===== src/bank_decoder_defs.vh =====
// Constants for the bank switch and I/O decoder
// Function
// - I/O ports E0..E6 are bank control commands changing the address map.
// - OUT E0 maps 0000-7FFF to DRAM; other areas keep mapping.
// - OUT E1 maps D000-FFFF (compat) or E000-FFFF (native) to DRAM.
// - OUT E2 maps 0000-0FFF to ROM; native OUT E3 maps E000-FFFF to ROM.
// - Compat OUT E3/E4 maps D000-FFFF to video RAM, key/timer, ROM.
// - OUT E4 restores power-on map; native adds video RAM 8000-BFFF, ROM E000-FFFF.
// - In 320x200 mode native video RAM covers 8000-9FFF only; A000-BFFF is DRAM.
// - IN E0 maps 1000-1FFF to char ROM and video window to video RAM.
// - IN E1 restores 1000-1FFF and maps video window to DRAM.
// - OUT E5 blocks upper area and drives bank inhibit high.
// - OUT E6 lifts the block, restoring the previous upper mapping.
// - After reset the native power-on map is presented.
// - Mode select input low selects compatibility mode.
// - PIO chip select active low for I/O FC..FF.
// - F2 write is sound select; F0/F1 reads joystick; F0 write palette.
// - Interval timer select active low for I/O D4..D7.
// - Peripheral interface select active low for I/O D0..D3.
// - Decoded I/O accesses drive gated write or read strobe, active low.
// - Compat mode E008 reads tempo and hblank; writes control timer gate.
// - Spare selects for I/O B0..B4 and F4..F7, active low.
// - Video standard select low is PAL, high is NTSC.
// - Master clock input is divided to give the CPU clock output.
// - CPU clock is master clock divided by five.
`ifndef BANK_DECODER_DEFS_VH
`define BANK_DECODER_DEFS_VH
`define BANK_PORT_E0 8'he0
`define BANK_PORT_E1 8'he1
`define BANK_PORT_E2 8'he2
`define BANK_PORT_E3 8'he3
`define BANK_PORT_E4 8'he4
`define BANK_PORT_E5 8'he5
`define BANK_PORT_E6 8'he6
`define IO_PALETTE 8'hf0
`define IO_STICK2 8'hf1
`define IO_SOUND 8'hf2
`define IO_PIO_BASE 6'h3f
`define IO_TIMER_BASE 6'h35
`define IO_PPI_BASE 6'h34
`define IO_SPARE_F4_BASE 6'h3d
`define IO_SPARE_B0_LO 8'hb0
`define IO_SPARE_B0_HI 8'hb4
`define MEM_TIMER_GATE 16'he008
`define CPU_DIV 3'd5
`define CPU_DIV_HIGH 3'd2
// Synchroniser reset levels: strobes and manual reset released, native mode selected
`define SYNC_IDLE 27'h07f0000
// Target codes for each 4 KB page
`define TGT_DRAM 2'h0
`define TGT_ROM 2'h1
`define TGT_VRAM 2'h2
`define TGT_CHROM 2'h3
`endif


===== src/bank_switch_io_decoder.v =====
// Memory bank controller and I/O select decoder
`timescale 1ns/1ps
`default_nettype none
`include "bank_decoder_defs.vh"
module bank_switch_io_decoder (
  input wire clk,
  input wire reset_n,
  input wire manual_reset_in_n,
  input wire [15:0] cpu_addr,
  input wire cpu_mreq_n,
  input wire cpu_iorq_n,
  input wire cpu_rd_n,
  input wire cpu_wr_n,
  input wire cpu_m1_n,
  input wire compat_mode_select,
  input wire video_std_select,
  input wire mode_320,
  input wire tempo_input,
  input wire hblank_input,
  input wire data_bit0_in,
  output reg [7:0] data_out,
  output reg data_out_en,
  output wire cpu_clock,
  output wire cpu_tick,
  output reg system_reset_out_n,
  output reg upper_bank_inhibit,
  output reg ntsc_timing,
  output reg timer_gate0,
  output wire rom_select_n,
  output wire char_rom_select_n,
  output wire vram_select_n,
  output wire dram_select_n,
  output wire keytimer_select_n,
  output wire pio_select_n,
  output wire sound_gen_select_n,
  output wire joystick_select_n,
  output wire palette_write_n,
  output wire interval_timer_select_n,
  output wire ppi_select_n,
  output wire spare_b0_select_n,
  output wire spare_f4_select_n,
  output wire gated_io_write_n,
  output wire gated_io_read_n
);
  // CPU bus pins and board switches arrive from outside this clock's timing
  localparam SYNC_BITS = 27;
  localparam [SYNC_BITS-1:0] SYNC_RESET = `SYNC_IDLE;
  wire [SYNC_BITS-1:0] sync_in;
  wire [SYNC_BITS-1:0] sync_out;
  assign sync_in = {data_bit0_in, hblank_input, tempo_input, video_std_select, manual_reset_in_n,
                    compat_mode_select, cpu_m1_n, cpu_wr_n, cpu_rd_n, cpu_iorq_n, cpu_mreq_n, cpu_addr};

  // Two flip-flops per bit; reset leaves an idle bus so no false command follows it
  genvar i;
  generate
    for (i = 0; i < SYNC_BITS; i = i + 1) begin : sync_bit
      reg stage1;
      reg stage2;
      always @(posedge clk or negedge reset_n) begin
        if (!reset_n) begin
          stage1 <= SYNC_RESET[i];
          stage2 <= SYNC_RESET[i];
        end else begin
          stage1 <= sync_in[i];
          stage2 <= stage1; // Only the second stage is read
        end
      end
      assign sync_out[i] = stage2;
    end
  endgenerate

  // Synchronised bus; strobes turned active high
  wire [15:0] addr_s2 = sync_out[15:0];
  wire [4:0] ctl_s2 = sync_out[20:16];
  wire [5:0] pin_s2 = sync_out[26:21];
  wire mreq = ~ctl_s2[0];
  wire iorq = ~ctl_s2[1];
  wire rd = ~ctl_s2[2];
  wire wr = ~ctl_s2[3];
  wire m1 = ~ctl_s2[4];
  wire [15:0] a = addr_s2;
  wire [7:0] port = addr_s2[7:0];
  wire native = pin_s2[0];
  wire manual_n = pin_s2[1];

  cpu_clock_divider u_div (
    .clk(clk),
    .reset_n(reset_n),
    .cpu_clock(cpu_clock),
    .cpu_tick(cpu_tick)
  );

  // Internal reset combines power-on and manual reset
  wire map_reset = ~manual_n;
  always @(posedge clk or negedge reset_n) begin
    if (!reset_n) begin
      system_reset_out_n <= 1'b0;
    end else begin
      system_reset_out_n <= manual_n;
    end
  end

  // Map state: low page ROM, D000+ area in compat, native upper ROM, video window, char ROM, inhibit
  reg low_rom;
  reg upper_io;
  reg upper_rom;
  reg vram_win;
  reg chrom;
  reg inhibit;
  reg io_prev;
  reg next_low_rom;
  reg next_upper_io;
  reg next_upper_rom;
  reg next_vram_win;
  reg next_chrom;
  reg next_inhibit;

  // One command per I/O cycle: act on the leading edge only
  wire io_cycle = iorq & ~m1 & (rd | wr);
  wire io_start = io_cycle & ~io_prev;
  wire bank_hit = io_start && port >= `BANK_PORT_E0 && port <= `BANK_PORT_E6;
  wire bank_out = bank_hit & wr;
  wire bank_in = bank_hit & rd;

  // Next map; a command touches only the areas it names, the rest keep their state
  always @* begin
    next_low_rom = low_rom;
    next_upper_io = upper_io;
    next_upper_rom = upper_rom;
    next_vram_win = vram_win;
    next_chrom = chrom;
    next_inhibit = inhibit;
    if (map_reset) begin
      // Manual reset brings back the native power-on map
      next_low_rom = 1'b1;
      next_upper_io = 1'b0;
      next_upper_rom = 1'b1;
      next_vram_win = 1'b1;
      next_chrom = 1'b0;
      next_inhibit = 1'b0;
    end else if (bank_out) begin
      case (port)
        // Low 32 KB to DRAM; the video window lies above it and stays as it was
        `BANK_PORT_E0: begin
          next_low_rom = 1'b0;
          next_chrom = 1'b0;
        end
        // Upper area to DRAM in either mode
        `BANK_PORT_E1: begin
          next_upper_io = 1'b0;
          next_upper_rom = 1'b0;
        end
        `BANK_PORT_E2: begin
          next_low_rom = 1'b1;
        end
        // Upper ROM in native mode, video and key/timer area in compatibility mode
        `BANK_PORT_E3: begin
          if (native) begin
            next_upper_rom = 1'b1;
          end else begin
            next_upper_io = 1'b1;
          end
        end
        // Power-on map of the current mode
        `BANK_PORT_E4: begin
          next_low_rom = 1'b1;
          next_chrom = 1'b0;
          if (native) begin
            next_vram_win = 1'b1;
            next_upper_rom = 1'b1;
          end else begin
            next_upper_io = 1'b1;
            next_vram_win = 1'b0;
          end
        end
        // The block sits over the upper mapping, which is kept underneath for lifting
        `BANK_PORT_E5: begin
          next_inhibit = 1'b1;
        end
        `BANK_PORT_E6: begin
          next_inhibit = 1'b0;
        end
        default: begin
          next_inhibit = inhibit;
        end
      endcase
    end else if (bank_in) begin
      // 1000-1FFF is always DRAM under the char ROM, so lifting it restores that
      if (port == `BANK_PORT_E0) begin
        next_chrom = 1'b1;
        next_vram_win = 1'b1;
      end else if (port == `BANK_PORT_E1) begin
        next_chrom = 1'b0;
        next_vram_win = 1'b0;
      end
    end
  end

  // Map registers; power-on reset gives the native map
  always @(posedge clk or negedge reset_n) begin
    if (!reset_n) begin
      low_rom <= 1'b1;
      upper_io <= 1'b0;
      upper_rom <= 1'b1;
      vram_win <= 1'b1;
      chrom <= 1'b0;
      inhibit <= 1'b0;
      io_prev <= 1'b0;
    end else begin
      low_rom <= next_low_rom;
      upper_io <= next_upper_io;
      upper_rom <= next_upper_rom;
      vram_win <= next_vram_win;
      chrom <= next_chrom;
      inhibit <= next_inhibit;
      io_prev <= io_cycle & ~map_reset; // A cycle standing through manual reset acts once after it
    end
  end

  // Inhibit output shows the block on the upper area
  always @(posedge clk or negedge reset_n) begin
    if (!reset_n) begin
      upper_bank_inhibit <= 1'b0;
      ntsc_timing <= 1'b0;
    end else begin
      upper_bank_inhibit <= inhibit;
      ntsc_timing <= pin_s2[2];
    end
  end

  // Address decode of the memory cycle to a target
  reg [1:0] target;
  reg keytimer;
  reg blocked;
  always @* begin
    target = `TGT_DRAM;
    keytimer = 1'b0;
    blocked = 1'b0;
    if (a[15:12] == 4'h0 && low_rom) begin
      target = `TGT_ROM;
    end else if (a[15:12] == 4'h1 && chrom) begin
      target = `TGT_CHROM;
    end else if (native) begin
      if (a[15:13] == 3'b111) begin
        if (inhibit) begin
          blocked = 1'b1;
        end else if (upper_rom) begin
          target = `TGT_ROM;
        end
      end else if (a[15:14] == 2'b10 && vram_win) begin
        if (!mode_320 || a[13] == 1'b0) begin
          target = `TGT_VRAM;
        end
      end
    end else begin
      if (a[15:12] >= 4'hd) begin
        if (inhibit) begin
          blocked = 1'b1;
        end else if (upper_io) begin
          if (a[15:12] == 4'hd) begin
            target = `TGT_VRAM;
          end else if (a[15:11] == 5'b11100) begin
            keytimer = 1'b1;
            target = `TGT_DRAM;
          end else begin
            target = `TGT_ROM;
          end
        end
      end else if (a[15:12] == 4'hc && vram_win) begin
        target = `TGT_VRAM;
      end
    end
  end

  wire mem = mreq & (rd | wr) & ~blocked;
  assign rom_select_n = ~(mem & ~keytimer & target == `TGT_ROM);
  assign char_rom_select_n = ~(mem & target == `TGT_CHROM);
  assign vram_select_n = ~(mem & ~keytimer & target == `TGT_VRAM);
  assign dram_select_n = ~(mem & ~keytimer & target == `TGT_DRAM);
  assign keytimer_select_n = ~(mem & keytimer);

  // Timer gate latch and status read at E008, compatibility mode only
  wire e008 = mem & keytimer & ~native & (a == `MEM_TIMER_GATE);
  always @(posedge clk or negedge reset_n) begin
    if (!reset_n) begin
      timer_gate0 <= 1'b0;
      data_out <= 8'h00;
      data_out_en <= 1'b0;
    end else begin
      if (e008 & wr) begin
        timer_gate0 <= pin_s2[5];
      end
      data_out_en <= e008 & rd;
      data_out <= {6'h00, pin_s2[4], pin_s2[3]};
    end
  end

  // I/O select decode; strobes only when a listed port is hit
  wire io = iorq & ~m1;
  wire s_pio = io & (port[7:2] == `IO_PIO_BASE);
  wire s_snd = io & wr & (port == `IO_SOUND);
  wire s_joy = io & rd & (port == `IO_PALETTE || port == `IO_STICK2);
  wire s_pal = io & wr & (port == `IO_PALETTE);
  wire s_tmr = io & (port[7:2] == `IO_TIMER_BASE);
  wire s_ppi = io & (port[7:2] == `IO_PPI_BASE);
  wire s_b0 = io & (port >= `IO_SPARE_B0_LO) & (port <= `IO_SPARE_B0_HI);
  wire s_f4 = io & (port[7:2] == `IO_SPARE_F4_BASE);
  wire s_bank = io & (port >= `BANK_PORT_E0) & (port <= `BANK_PORT_E6);
  wire any_io = s_pio | s_snd | s_joy | s_pal | s_tmr | s_ppi | s_b0 | s_f4 | s_bank;
  assign pio_select_n = ~s_pio;
  assign sound_gen_select_n = ~s_snd;
  assign joystick_select_n = ~s_joy;
  assign palette_write_n = ~s_pal;
  assign interval_timer_select_n = ~s_tmr;
  assign ppi_select_n = ~s_ppi;
  assign spare_b0_select_n = ~s_b0;
  assign spare_f4_select_n = ~s_f4;
  assign gated_io_write_n = ~(any_io & wr);
  assign gated_io_read_n = ~(any_io & rd);
endmodule
`default_nettype wire


===== src/cpu_clock_divider.v =====
// Divide-by-five clock generator for the CPU clock
`timescale 1ns/1ps
`default_nettype none
`include "bank_decoder_defs.vh"
module cpu_clock_divider (
  input wire clk,
  input wire reset_n,
  output reg cpu_clock,
  output reg cpu_tick
);
  reg [2:0] count;

  // Counts 0..4; clock is high for two of the five master cycles
  always @(posedge clk or negedge reset_n) begin
    if (!reset_n) begin
      count <= 3'd0;
      cpu_clock <= 1'b0;
      cpu_tick <= 1'b0;
    end else begin
      if (count == `CPU_DIV - 3'd1) begin
        count <= 3'd0;
      end else begin
        count <= count + 3'd1;
      end
      cpu_clock <= (count < `CPU_DIV_HIGH);
      cpu_tick <= (count == 3'd0);
    end
  end
endmodule
`default_nettype wire


===== config.mk =====
export PLATFORM = sky130hd
export DESIGN_NAME = bank_switch_io_decoder
export DESIGN_NICKNAME = d
export VERILOG_FILES = /design/src/bank_switch_io_decoder.v /design/src/cpu_clock_divider.v
export VERILOG_INCLUDE_DIRS = /design/src
export SDC_FILE = /design/constraint.sdc
export NUM_CORES = 1
export LEC_CHECK = 0
export BUFFER_PORTS_ARGS = -buffer_cell sky130_fd_sc_hd__clkbuf_2
export CORE_MARGIN = 1
export CORE_UTILIZATION = 53
export DETAILED_ROUTE_END_ITERATION = 10
export GPL_ROUTABILITY_DRIVEN = 1
export GPL_TIMING_DRIVEN = 1
export HOLD_SLACK_MARGIN = 0.05
export PLACE_DENSITY = 0.88
export SYNTH_ARGS = -nofsm -noshare
export SYNTH_HDL_FRONTEND = slang
export SYNTH_HIERARCHICAL = 1
export SYNTH_SLANG_ARGS = --single-unit

===== constraint.sdc =====
create_clock -name clk -period 2.4 [get_ports clk]
set_input_delay 0.48 -clock clk [delete_from_list [all_inputs] [get_ports clk]]
set_output_delay 0.48 -clock clk [all_outputs]
set_load 0.01 [all_outputs]

==> impl_metrics.toml, run 1 <==
[outcome]
status = "complete, but fails checks"
violations = "setup timing"

[worst_hold_path]
hold_path_class = "in2async"

[setup_path]
end_kind = "output pin"
cp_cell_sequence = "and4b_2 > and3_1 > a211oi_2 > or2_4 > clkbuf_2"
cp_data_required_time_ns = 1.92
crit_buf_inv = 1
r2r-start = "inhibit"
crit_family = "simple AND/OR/NAND/NOR gates"
path_class = "reg2out"
cp_slowest_cell = "dfrtp_1"
path_max_fanout = 9
critPathLaunch = "sync_bit[5].stage2"
crit_arrival_ns = 1.97
critPathLaunchType = "flip-flop"
slowest_delay_ns = 0.49

[die]
fp-row-count = 25
die_x_um = 73.43
dieHeight_um = 73.43
start_util = 0.5613
coreArea_um2 = 4817
dieArea_um2 = 5391
ios = 60

[timing]
tightest_slew_ns = 0.5015
fin_skew_ns = 0.01044
period_needed_ns = 2.453
rsz0062_at_grt = "true"
period_share = 1.022
setup_violations = 3
final-hold-violation-count = 0
worst_slack_ns = -0.05315
whs_ns = 0.1378
finalSetupTns_ns = -0.1299
relSlewSlack = 0.6657
fmax_mhz = 407.6
slew_viol_final = 0

[synthesis]
synth_cell_types = 49
synthArstFlopShare = 1.000
synth_top_area_share = 0.5183
yosysWarningCount = 6
seq_area_frac_synth = 0.6835
synth_cells = 211
syn-cell-area_um2 = 2704
synth_top_flop_cell = "dfrtp_1"
yosys-top-cells-count = "56 x dfrtp_1, 17 x dfstp_2, 15 x nand2_1"
yosysMostFrequentCell = "dfrtp_1"
synth-seq-cells = 73
synth_top_area_cell = "dfrtp_1"
synth_area_per_cell_um2 = 12.81
ys_top_cells_by_area = "dfrtp_1 52%, dfstp_2 17%, nand2_1 2.1%"
synth_edf_count = 0

[pwr]
p_leak_nw = 1.526
finalPower_mw = 2.484
switchingPower_uw = 546.3
internal-power_mw = 1.937
power_frac_comb = 0.047
clkPwrFrac = 0.416
power_density_nw_per_um2 = 737.4
power_frac_seq = 0.537
sw_frac_of_total = 0.2200
vdd_drop_max_mv = 0.7400

[routing]
ant_nets = 0
firstDrtPassIters = 5
drc = 0
avgRoutedWirePerCell_um = 15.61
drt-initial-drc-count = 141
via_count = 1830
routed_wl_um = 5434
avgViaCountPerCell = 5.259

[clock_network]
cts_hold_buf = 0
cts_tree = "done"
clockBufferDepth = 2
cts_root_buf = "clkbuf_8"
clk_pin_slew_ns = 0.08
worstSkewPairLatency_ns = 0.35
cts_max_level = 3
cts_buffers = 9
clock-sinks = 73

[run]
drv_cap = 0

[finish]
fin_cells = 348
nets = 308
finalInstanceArea_um2 = 3368
multi_input_area_um2 = 807.0
seqCellArea_um2 = 1853
antenna_cells = 0
drive_gt1_frac = 0.4270
syn_to_final_growth_pct = 24.57
utilization = 0.6992
fillCellCount = 336

[global_routing]
grt_overflow = 0
grt_pass1_wl_um = 7445
grt_pass1_vias = 1580
grt.met2_usage = 0.3148
grt_max_degree = 74
grtUsageMet3 = 0.08093
grt.total_usage = 0.1954
grt_use_met1 = 0.2343
antenna_found_initial = 0
top_usage_layer = "met2"

[placed_design]
placed_area_um2 = 3009
place.gp.congestion = 0.9639
dpl.hpwl_um = 3170
port_buffers = 53
dpl.cell_count = 322
pre_cts_slack_ns = 0.2791
==> kinds of logic after synthesis <==
group,after synthesis,share of synthesized area
adders and majority gates,2,0.009253
other,1,0.001387
DFF,73,0.6835
muxes,4,0.01712
buffers and inverters,21,0.04026
and+or+nand+nor,76,0.1647
AOI/OAI and AO/OA,34,0.08376
==> sequential cells by signal, indices dropped and copies added, names as in the netlist, 2 cells and up <==
| name | flops |
|---|---|
| sync_bit.stage2 | 25 |
| u_div/count | 3 |
| sync_bit.stage1 | 27 |
| data_out | 2 |
==> final timing paths <==
| check | slack (ns) | depth (start not counted) | end |
|---|---|---|---|
| max reg2reg | 0.44 | 5 | timer_gate0 |
| max | -0.05 | 5 | gated_io_write_n |
| min | 0.14 | 2 | sync_bit[25].stage1 |
| min reg2reg | 0.35 | 0 | sync_bit[14].stage2 |
| min in group clk | 0.21 | 1 | sync_bit[17].stage1 |
| max in group asynchronous | 1.93 | 2 | native |
==> repair_timing <==
item                                    4_1_cts  5_1_grt
buffers inserted                              2        8
resized for setup                             8       12
endpoints found under the setup margin        3        8
pin swaps                                     0        1
==> per-layer routing <==
layer	vias to the layer above	part of all wire
met5	-	0
met4	0	0.014
met3	11	0.057
met2	66	0.53
met1	886	0.40
li1	867	-
==> cells in the final DEF, fill, tap and decap left out, types with 6 or more instances in the layout <==
master	n
nand3_1	6
dfrtp_1	52
buf_4	11
clkbuf_2	50
o21ai_0	6
dfstp_2	17
nand2_1	14
clkbuf_8	13
nor2_1	11
conb_1	6
a21oi_1	7
==> cell type report <==
| cell class | instances | share of cell area |
|---|---|---|
| sequential | 73 | 0.5501 |
| multi-input combinational | 122 | 0.2396 |
| timing repair buffer | 65 | 0.1129 |
| clock buffer | 13 | 0.05312 |
| tap | 67 | 0.02489 |
| clock inverter | 3 | 0.01374 |
| inverter | 5 | 0.005572 |
==> power groups by stage <==
stage / clock network, mW / logic (mW) / registers (mW)
after floorplan: 0 / 0.0654 / 1.33
after global placement: 0 / 0.102 / 1.35
after detailed placement: 0 / 0.105 / 1.35
after CTS: 1.04 / 0.107 / 1.33
after global routing: 1.10 / 0.132 / 1.34
final: 1.03 / 0.118 / 1.33
(Power assumes the default switching activity.)
==> run 2, diff against run 1 <==
--- a/config.mk
+++ b/config.mk
@@ -7,6 +7,7 @@
 export NUM_CORES = 1
 export LEC_CHECK = 0
 export BUFFER_PORTS_ARGS = -buffer_cell sky130_fd_sc_hd__clkbuf_2
+export CAP_MARGIN = 20
 export CORE_MARGIN = 1
 export CORE_UTILIZATION = 53
 export DETAILED_ROUTE_END_ITERATION = 10
@@ -14,6 +15,7 @@
 export GPL_TIMING_DRIVEN = 1
 export HOLD_SLACK_MARGIN = 0.05
 export PLACE_DENSITY = 0.88
+export SKIP_LAST_GASP = 1
 export SYNTH_ARGS = -nofsm -noshare
 export SYNTH_HDL_FRONTEND = slang
 export SYNTH_HIERARCHICAL = 1
==> run 2 against run 1 <==
Compared with the run above:
- the flow still finishes with violations (setup timing)
- sequential power about the same
- largest cell class unchanged
- non-clock buffer count decreased by 1
- worst setup slack lost 0.065 ns
- sequential share of layout area down 0.075 points
==> impl_metrics.toml, run 2 (same netlist as run 1, synthesis figures left out) <==
[outcome]
status = "complete, but fails checks"
violations = "setup timing"

[setup_path]
cp_cell_sequence = "and4b_1 > nand4_1 > nor3_2 > a211oi_2 > or2_4 > buf_6"
crit_arrival_ns = 2.04
path_max_fanout = 3
end_kind = "output pin"
slowest_delay_ns = 0.55
cp_data_required_time_ns = 1.92
cp_slowest_cell = "dfstp_2"
path_class = "reg2out"
critPathLaunchType = "flip-flop"

[clock_network]
clockBufferDepth = 2
cts_max_level = 3
cts_buffers = 9
cts_tree = "done"
cts_root_buf = "clkbuf_8"
clk_pin_slew_ns = 0.07
worstSkewPairLatency_ns = 0.34
clock-sinks = 73
cts_hold_buf = 0

[die]
coreArea_um2 = 4817
ios = 60
fp-row-count = 25
die_x_um = 73.43
dieHeight_um = 73.43
start_util = 0.5613
dieArea_um2 = 5391

[worst_hold_path]
hold_path_class = "in2async"

[placed_design]
place.gp.congestion = 0.9639
dpl.hpwl_um = 3170
port_buffers = 53

[finish]
final_common_cell = "dfrtp_1"
reg_top3 = "sync_bit.stage1: 27 flops, sync_bit.stage2: 25 flops, u_div/count: 3 flops"
syn_to_final_growth_pct = 24.57
layout_common_cells = "54 x dfrtp_1, 49 x clkbuf_2, 17 x dfstp_2"
regMostFlops = "sync_bit.stage1"
largest_register_ffs = 27
drive_gt1_frac = 0.4143
antenna_cells = 0
nets = 307

[pwr]
power_density_nw_per_um2 = 732.3
vdd_drop_max_mv = 0.7363
p_leak_nw = 1.534

[timing]
relSlewSlack = 0.6578
worst_slack_ns = -0.1185
setup_violations = 3
period_needed_ns = 2.518
fin_skew_ns = 0.005841
whs_ns = 0.1421
period_share = 1.049
final-hold-violation-count = 0
slew_viol_final = 0
finalSetupTns_ns = -0.2490
tightest_slew_ns = 0.5132
rsz0062_at_grt = "true"
fmax_mhz = 397.1

[global_routing]
top_usage_layer = "met2"
grt.total_usage = 0.1918
grtUsageMet3 = 0.05075
grt.met2_usage = 0.3025
grt_use_met1 = 0.2381
grt_pass1_wl_um = 7327
grt_max_degree = 74
grt_pass1_vias = 1557
antenna_found_initial = 0
grt_overflow = 0

[routing]
firstDrtPassIters = 4
drt-initial-drc-count = 140
via_count = 1805
routed_wl_um = 4884
ant_nets = 0
drc = 0
avgViaCountPerCell = 5.202
avgRoutedWirePerCell_um = 14.07

[run]
drv_cap = 0
==> run 2: final timing paths <==
kind	start	end	slack (ns)	depth (start not counted)
max	sync_bit[20].stage2	gated_io_write_n	-0.12	6
min	reset_n	sync_bit[25].stage1	0.14	2
max reg2reg	inhibit	timer_gate0	0.44	5
min reg2reg	sync_bit[1].stage1	sync_bit[1].stage2	0.35	0
max in group asynchronous	reset_n	sync_bit[16].stage2	1.92	2
min in group clk	cpu_iorq_n	sync_bit[17].stage1	0.21	1
==> run 2: repair_timing <==
item	CTS	global route
endpoints found under the setup margin	3	8
gates resized for setup	6	14
buffers inserted	2	7
pin swaps	0	2
==> run 2: cell type report <==
class                           count  area (µm²)
Sequential cell                    73        1851
Fill cell                         329        1449
Multi-Input combinational cell    122       810.8
Timing Repair Buffer               64       379.1
Clock buffer                       13       178.9
Tap cell                           67       83.83
Clock inverter                      3       46.29
Inverter                            5       18.77
==> run 2: power by group <==
group / leakage [nW] / switching, mW / internal [mW] / total (mW)
sequential: 0.851 / 0.0415 / 1.29 / 1.33
combinational: 0.570 / 0.0652 / 0.0500 / 0.115
clock: 0.112 / 0.424 / 0.595 / 1.02
total: 1.53 / 0.531 / 1.94 / 2.47
==> run 2: critical path: cells and delay by family (launching register included) <==
kind | cells | cell delay, ns
buffers and inverters | 1 | 0.12
DFF | 1 | 0.55
and+or+nand+nor | 4 | 0.93
AOI/OAI and AO/OA | 1 | 0.10
==> run 2: per-stage QoR <==
step	worst slack (ns)	util	std cells	power, mW	area (µm²)
after CTS	-0.01205	0.6787	340	2.475	3269
after floorplan	0.4075	-	216	1.395	2723
final	-0.1185	0.6992	347	2.467	3368
after detailed placement	0.2791	0.6247	322	1.456	3009
after global placement	0.3164	0.6247	322	1.450	3009
after global routing	-0.1991	0.6992	347	2.557	3368
==> run 2: routing by layer <==
metal / wire length, µm / vias to the layer above
li1: - / 859
met1: 1980 / 871
met2: 2536 / 60
met3: 258 / 15
met4: 108 / 0
met5: 0 / -
==> run 3, diff against run 2 <==
--- a/config.mk
+++ b/config.mk
@@ -9,12 +9,12 @@
 export BUFFER_PORTS_ARGS = -buffer_cell sky130_fd_sc_hd__clkbuf_2
 export CAP_MARGIN = 20
 export CORE_MARGIN = 1
-export CORE_UTILIZATION = 53
+export CORE_UTILIZATION = 30
 export DETAILED_ROUTE_END_ITERATION = 10
 export GPL_ROUTABILITY_DRIVEN = 1
 export GPL_TIMING_DRIVEN = 1
 export HOLD_SLACK_MARGIN = 0.05
-export PLACE_DENSITY = 0.88
+export PLACE_DENSITY = 0.59
 export SKIP_LAST_GASP = 1
 export SYNTH_ARGS = -nofsm -noshare
 export SYNTH_HDL_FRONTEND = slang
==> constraint.sdc (replaced) <==
create_clock -name clk -period 2.4 [get_ports clk]
set_input_delay 0.48 -clock clk [delete_from_list [all_inputs] [get_ports clk]]
set_output_delay 0.48 -clock clk [all_outputs]
set_load 0.02 [all_outputs]
==> run 3 against run 2 <==
Compared with the run above:
- the flow still finishes with violations (setup timing)
- critical path depth unchanged
- clock power up 5%
- final cell count up 13%
- largest power group unchanged
- non-clock buffer count grew 3
- clock skew is 0.0048 ns higher
- global-route usage is 7.5 points lower
- first-iteration DRC count fell by 29%
- hold slack better by 0.064 ns
- utilization is 30 points lower
- sequential power about the same
- critical path type unchanged
- largest cell class unchanged
- final area up 3.5%
- highest routed layer unchanged
- die area is 74% higher
==> impl_metrics.toml, run 3 (same netlist as run 1, synthesis figures left out) <==
[finish]
multi_input_area_um2 = 832.0
final_common_cell = "dfrtp_1"
seqCellArea_um2 = 1856
syn_to_final_growth_pct = 28.92
drive_gt1_frac = 0.4523
utilization = 0.3997
layout_common_cells = "50 x dfrtp_1, 46 x clkbuf_2, 17 x dfstp_2"
fillCellCount = 827
regMostFlops = "sync_bit.stage1"
reg_top3 = "sync_bit.stage1: 27 flops, sync_bit.stage2: 25 flops, u_div/count: 3 flops"
largest_register_ffs = 27
antenna_cells = 0
nets = 310

[clock_network]
clockBufferDepth = 2
cts_max_level = 3
cts_buffers = 9
cts_tree = "done"
clk_pin_slew_ns = 0.08
clock-sinks = 73
worstSkewPairLatency_ns = 0.35
cts_root_buf = "clkbuf_8"

[global_routing]
grt.total_usage = 0.1167
grt_pass1_wl_um = 8493
grt_overflow = 0
grt_pass1_vias = 1795
grt_max_degree = 74
antenna_found_initial = 0

[pwr]
vdd_drop_max_mv = 0.4561
p_leak_nw = 1.554
power_density_nw_per_um2 = 729.3
finalPower_mw = 2.542

[routing]
drc = 0
routed_wl_um = 5368
avgViaCountPerCell = 4.780
via_count = 1869
ant_nets = 0
avgRoutedWirePerCell_um = 13.73
drt-initial-drc-count = 100
firstDrtPassIters = 4

[die]
start_util = 0.3100
coreArea_um2 = 8721
die_x_um = 96.94
fp-row-count = 34
dieArea_um2 = 9396
ios = 60
dieHeight_um = 96.94

[setup_path]
critPathLaunchType = "flip-flop"
path_max_fanout = 3
end_kind = "output pin"
slowest_delay_ns = 0.54
crit_buf_inv = 1
path_class = "reg2out"
cp_data_required_time_ns = 1.92
cp_cell_sequence = "and4b_2 > nand4_1 > nor3_2 > a211oi_2 > or2_4 > buf_8"
crit_arrival_ns = 1.94
cp_slowest_cell = "dfstp_2"
crit_family = "simple AND/OR/NAND/NOR gates"

[timing]
setup_violations = 2
fmax_mhz = 413.3
rsz0062_at_grt = "true"
period_needed_ns = 2.420
final-hold-violation-count = 0
relSlewSlack = 0.4354
slew_viol_final = 0
worst_slack_ns = -0.01965
period_share = 1.008
tightest_slew_ns = 0.8469
fin_skew_ns = 0.01061

[placed_design]
port_buffers = 53
dpl.hpwl_um = 3453
pre_cts_slack_ns = 0.2081
place.gp.congestion = 0.8721

[outcome]
status = "complete, but fails checks"
violations = "setup timing"

[run]
drv_cap = 0

[worst_hold_path]
hold_path_class = "in2reg"
-- run 3: cell types whose count changed in the layout (fill, tap and decap cells not counted), moves of 2 or more --
cell | previous run | this run
buf_4 | 10 | 14
dfrtp_1 | 54 | 50
dfrtp_2 | 2 | 6
clkbuf_2 | 49 | 46
buf_8 | 0 | 2
clkbuf_8 | 13 | 11
-- run 3: metal layers --
layer / vias up / global-route usage / share of wire
li1: 868 / - / -
met1: 927 / 0.1392 / 0.43
met2: 61 / 0.1826 / 0.50
met3: 13 / 0.04263 / 0.045
met4: 0 / 0.06429 / 0.025
met5: - / 0 / 0
-- run 3: worst paths after layout --
| path | end | slack (ns) | depth (start not counted) | start |
|---|---|---|---|---|
| worst min register to register | sync_bit[10].stage2 | 0.34 | 0 | sync_bit[10].stage1 |
| worst max-delay path | gated_io_write_n | -0.02 | 6 | sync_bit[20].stage2 |
| worst min-delay path | sync_bit[22].stage1 | 0.21 | 1 | manual_reset_in_n |
| min in group asynchronous | u_div/count[0] | 0.24 | 1 | reset_n |
| worst max register to register | timer_gate0 | 0.48 | 5 | inhibit |
| max in group asynchronous | sync_bit[1].stage2 | 1.55 | 1 | reset_n |
-- run 3: per-stage QoR --
step | TNS [ns] | cells | instance area (µm²) | hold slack [ns]
2_1_floorplan | 0 | 216 | 2723 | 0.1844
5_1_grt | -0.3598 | 391 | 3486 | 0.1767
3_5_place_dp | 0 | 363 | 3050 | 0.3355
6_report | -0.03771 | 391 | 3486 | 0.2056
3_3_place_gp | 0 | 363 | 3050 | 0.3339
4_1_cts | -0.1104 | 385 | 3387 | 0.1883
-- run 3: worst reg2reg max path: cells and delay by family (launching register included) --
| kind | cells | cell delay, ns |
|---|---|---|
| flip-flops | 1 | 0.43 |
| multiplexers | 1 | 0.35 |
| AND/OR/NAND/NOR | 4 | 1.02 |
-- run 3: timing repair --
action / in CTS / in global routing
hold buffers: 0 / 0
endpoints found under the setup margin: 7 / 8
setup buffers: 6 / 6
pin swaps: 4 / 5
resized for setup: 19 / 21
-- run 3: area by class of cell --
class	instances	area share
Timing Repair Buffer	67	0.1199
Multi-Input combinational cell	122	0.2387
Tap cell	108	0.03877
Inverter	5	0.005384
Sequential cell	73	0.5323
Clock inverter	6	0.02548
Clock buffer	10	0.03948
-- run 3: where the power goes --
group	total, mW	internal, mW	switching, mW
registers	1.33	1.29	0.0391
logic	0.138	0.0580	0.0800
clock network	1.07	0.615	0.459
total	2.54	1.96	0.578
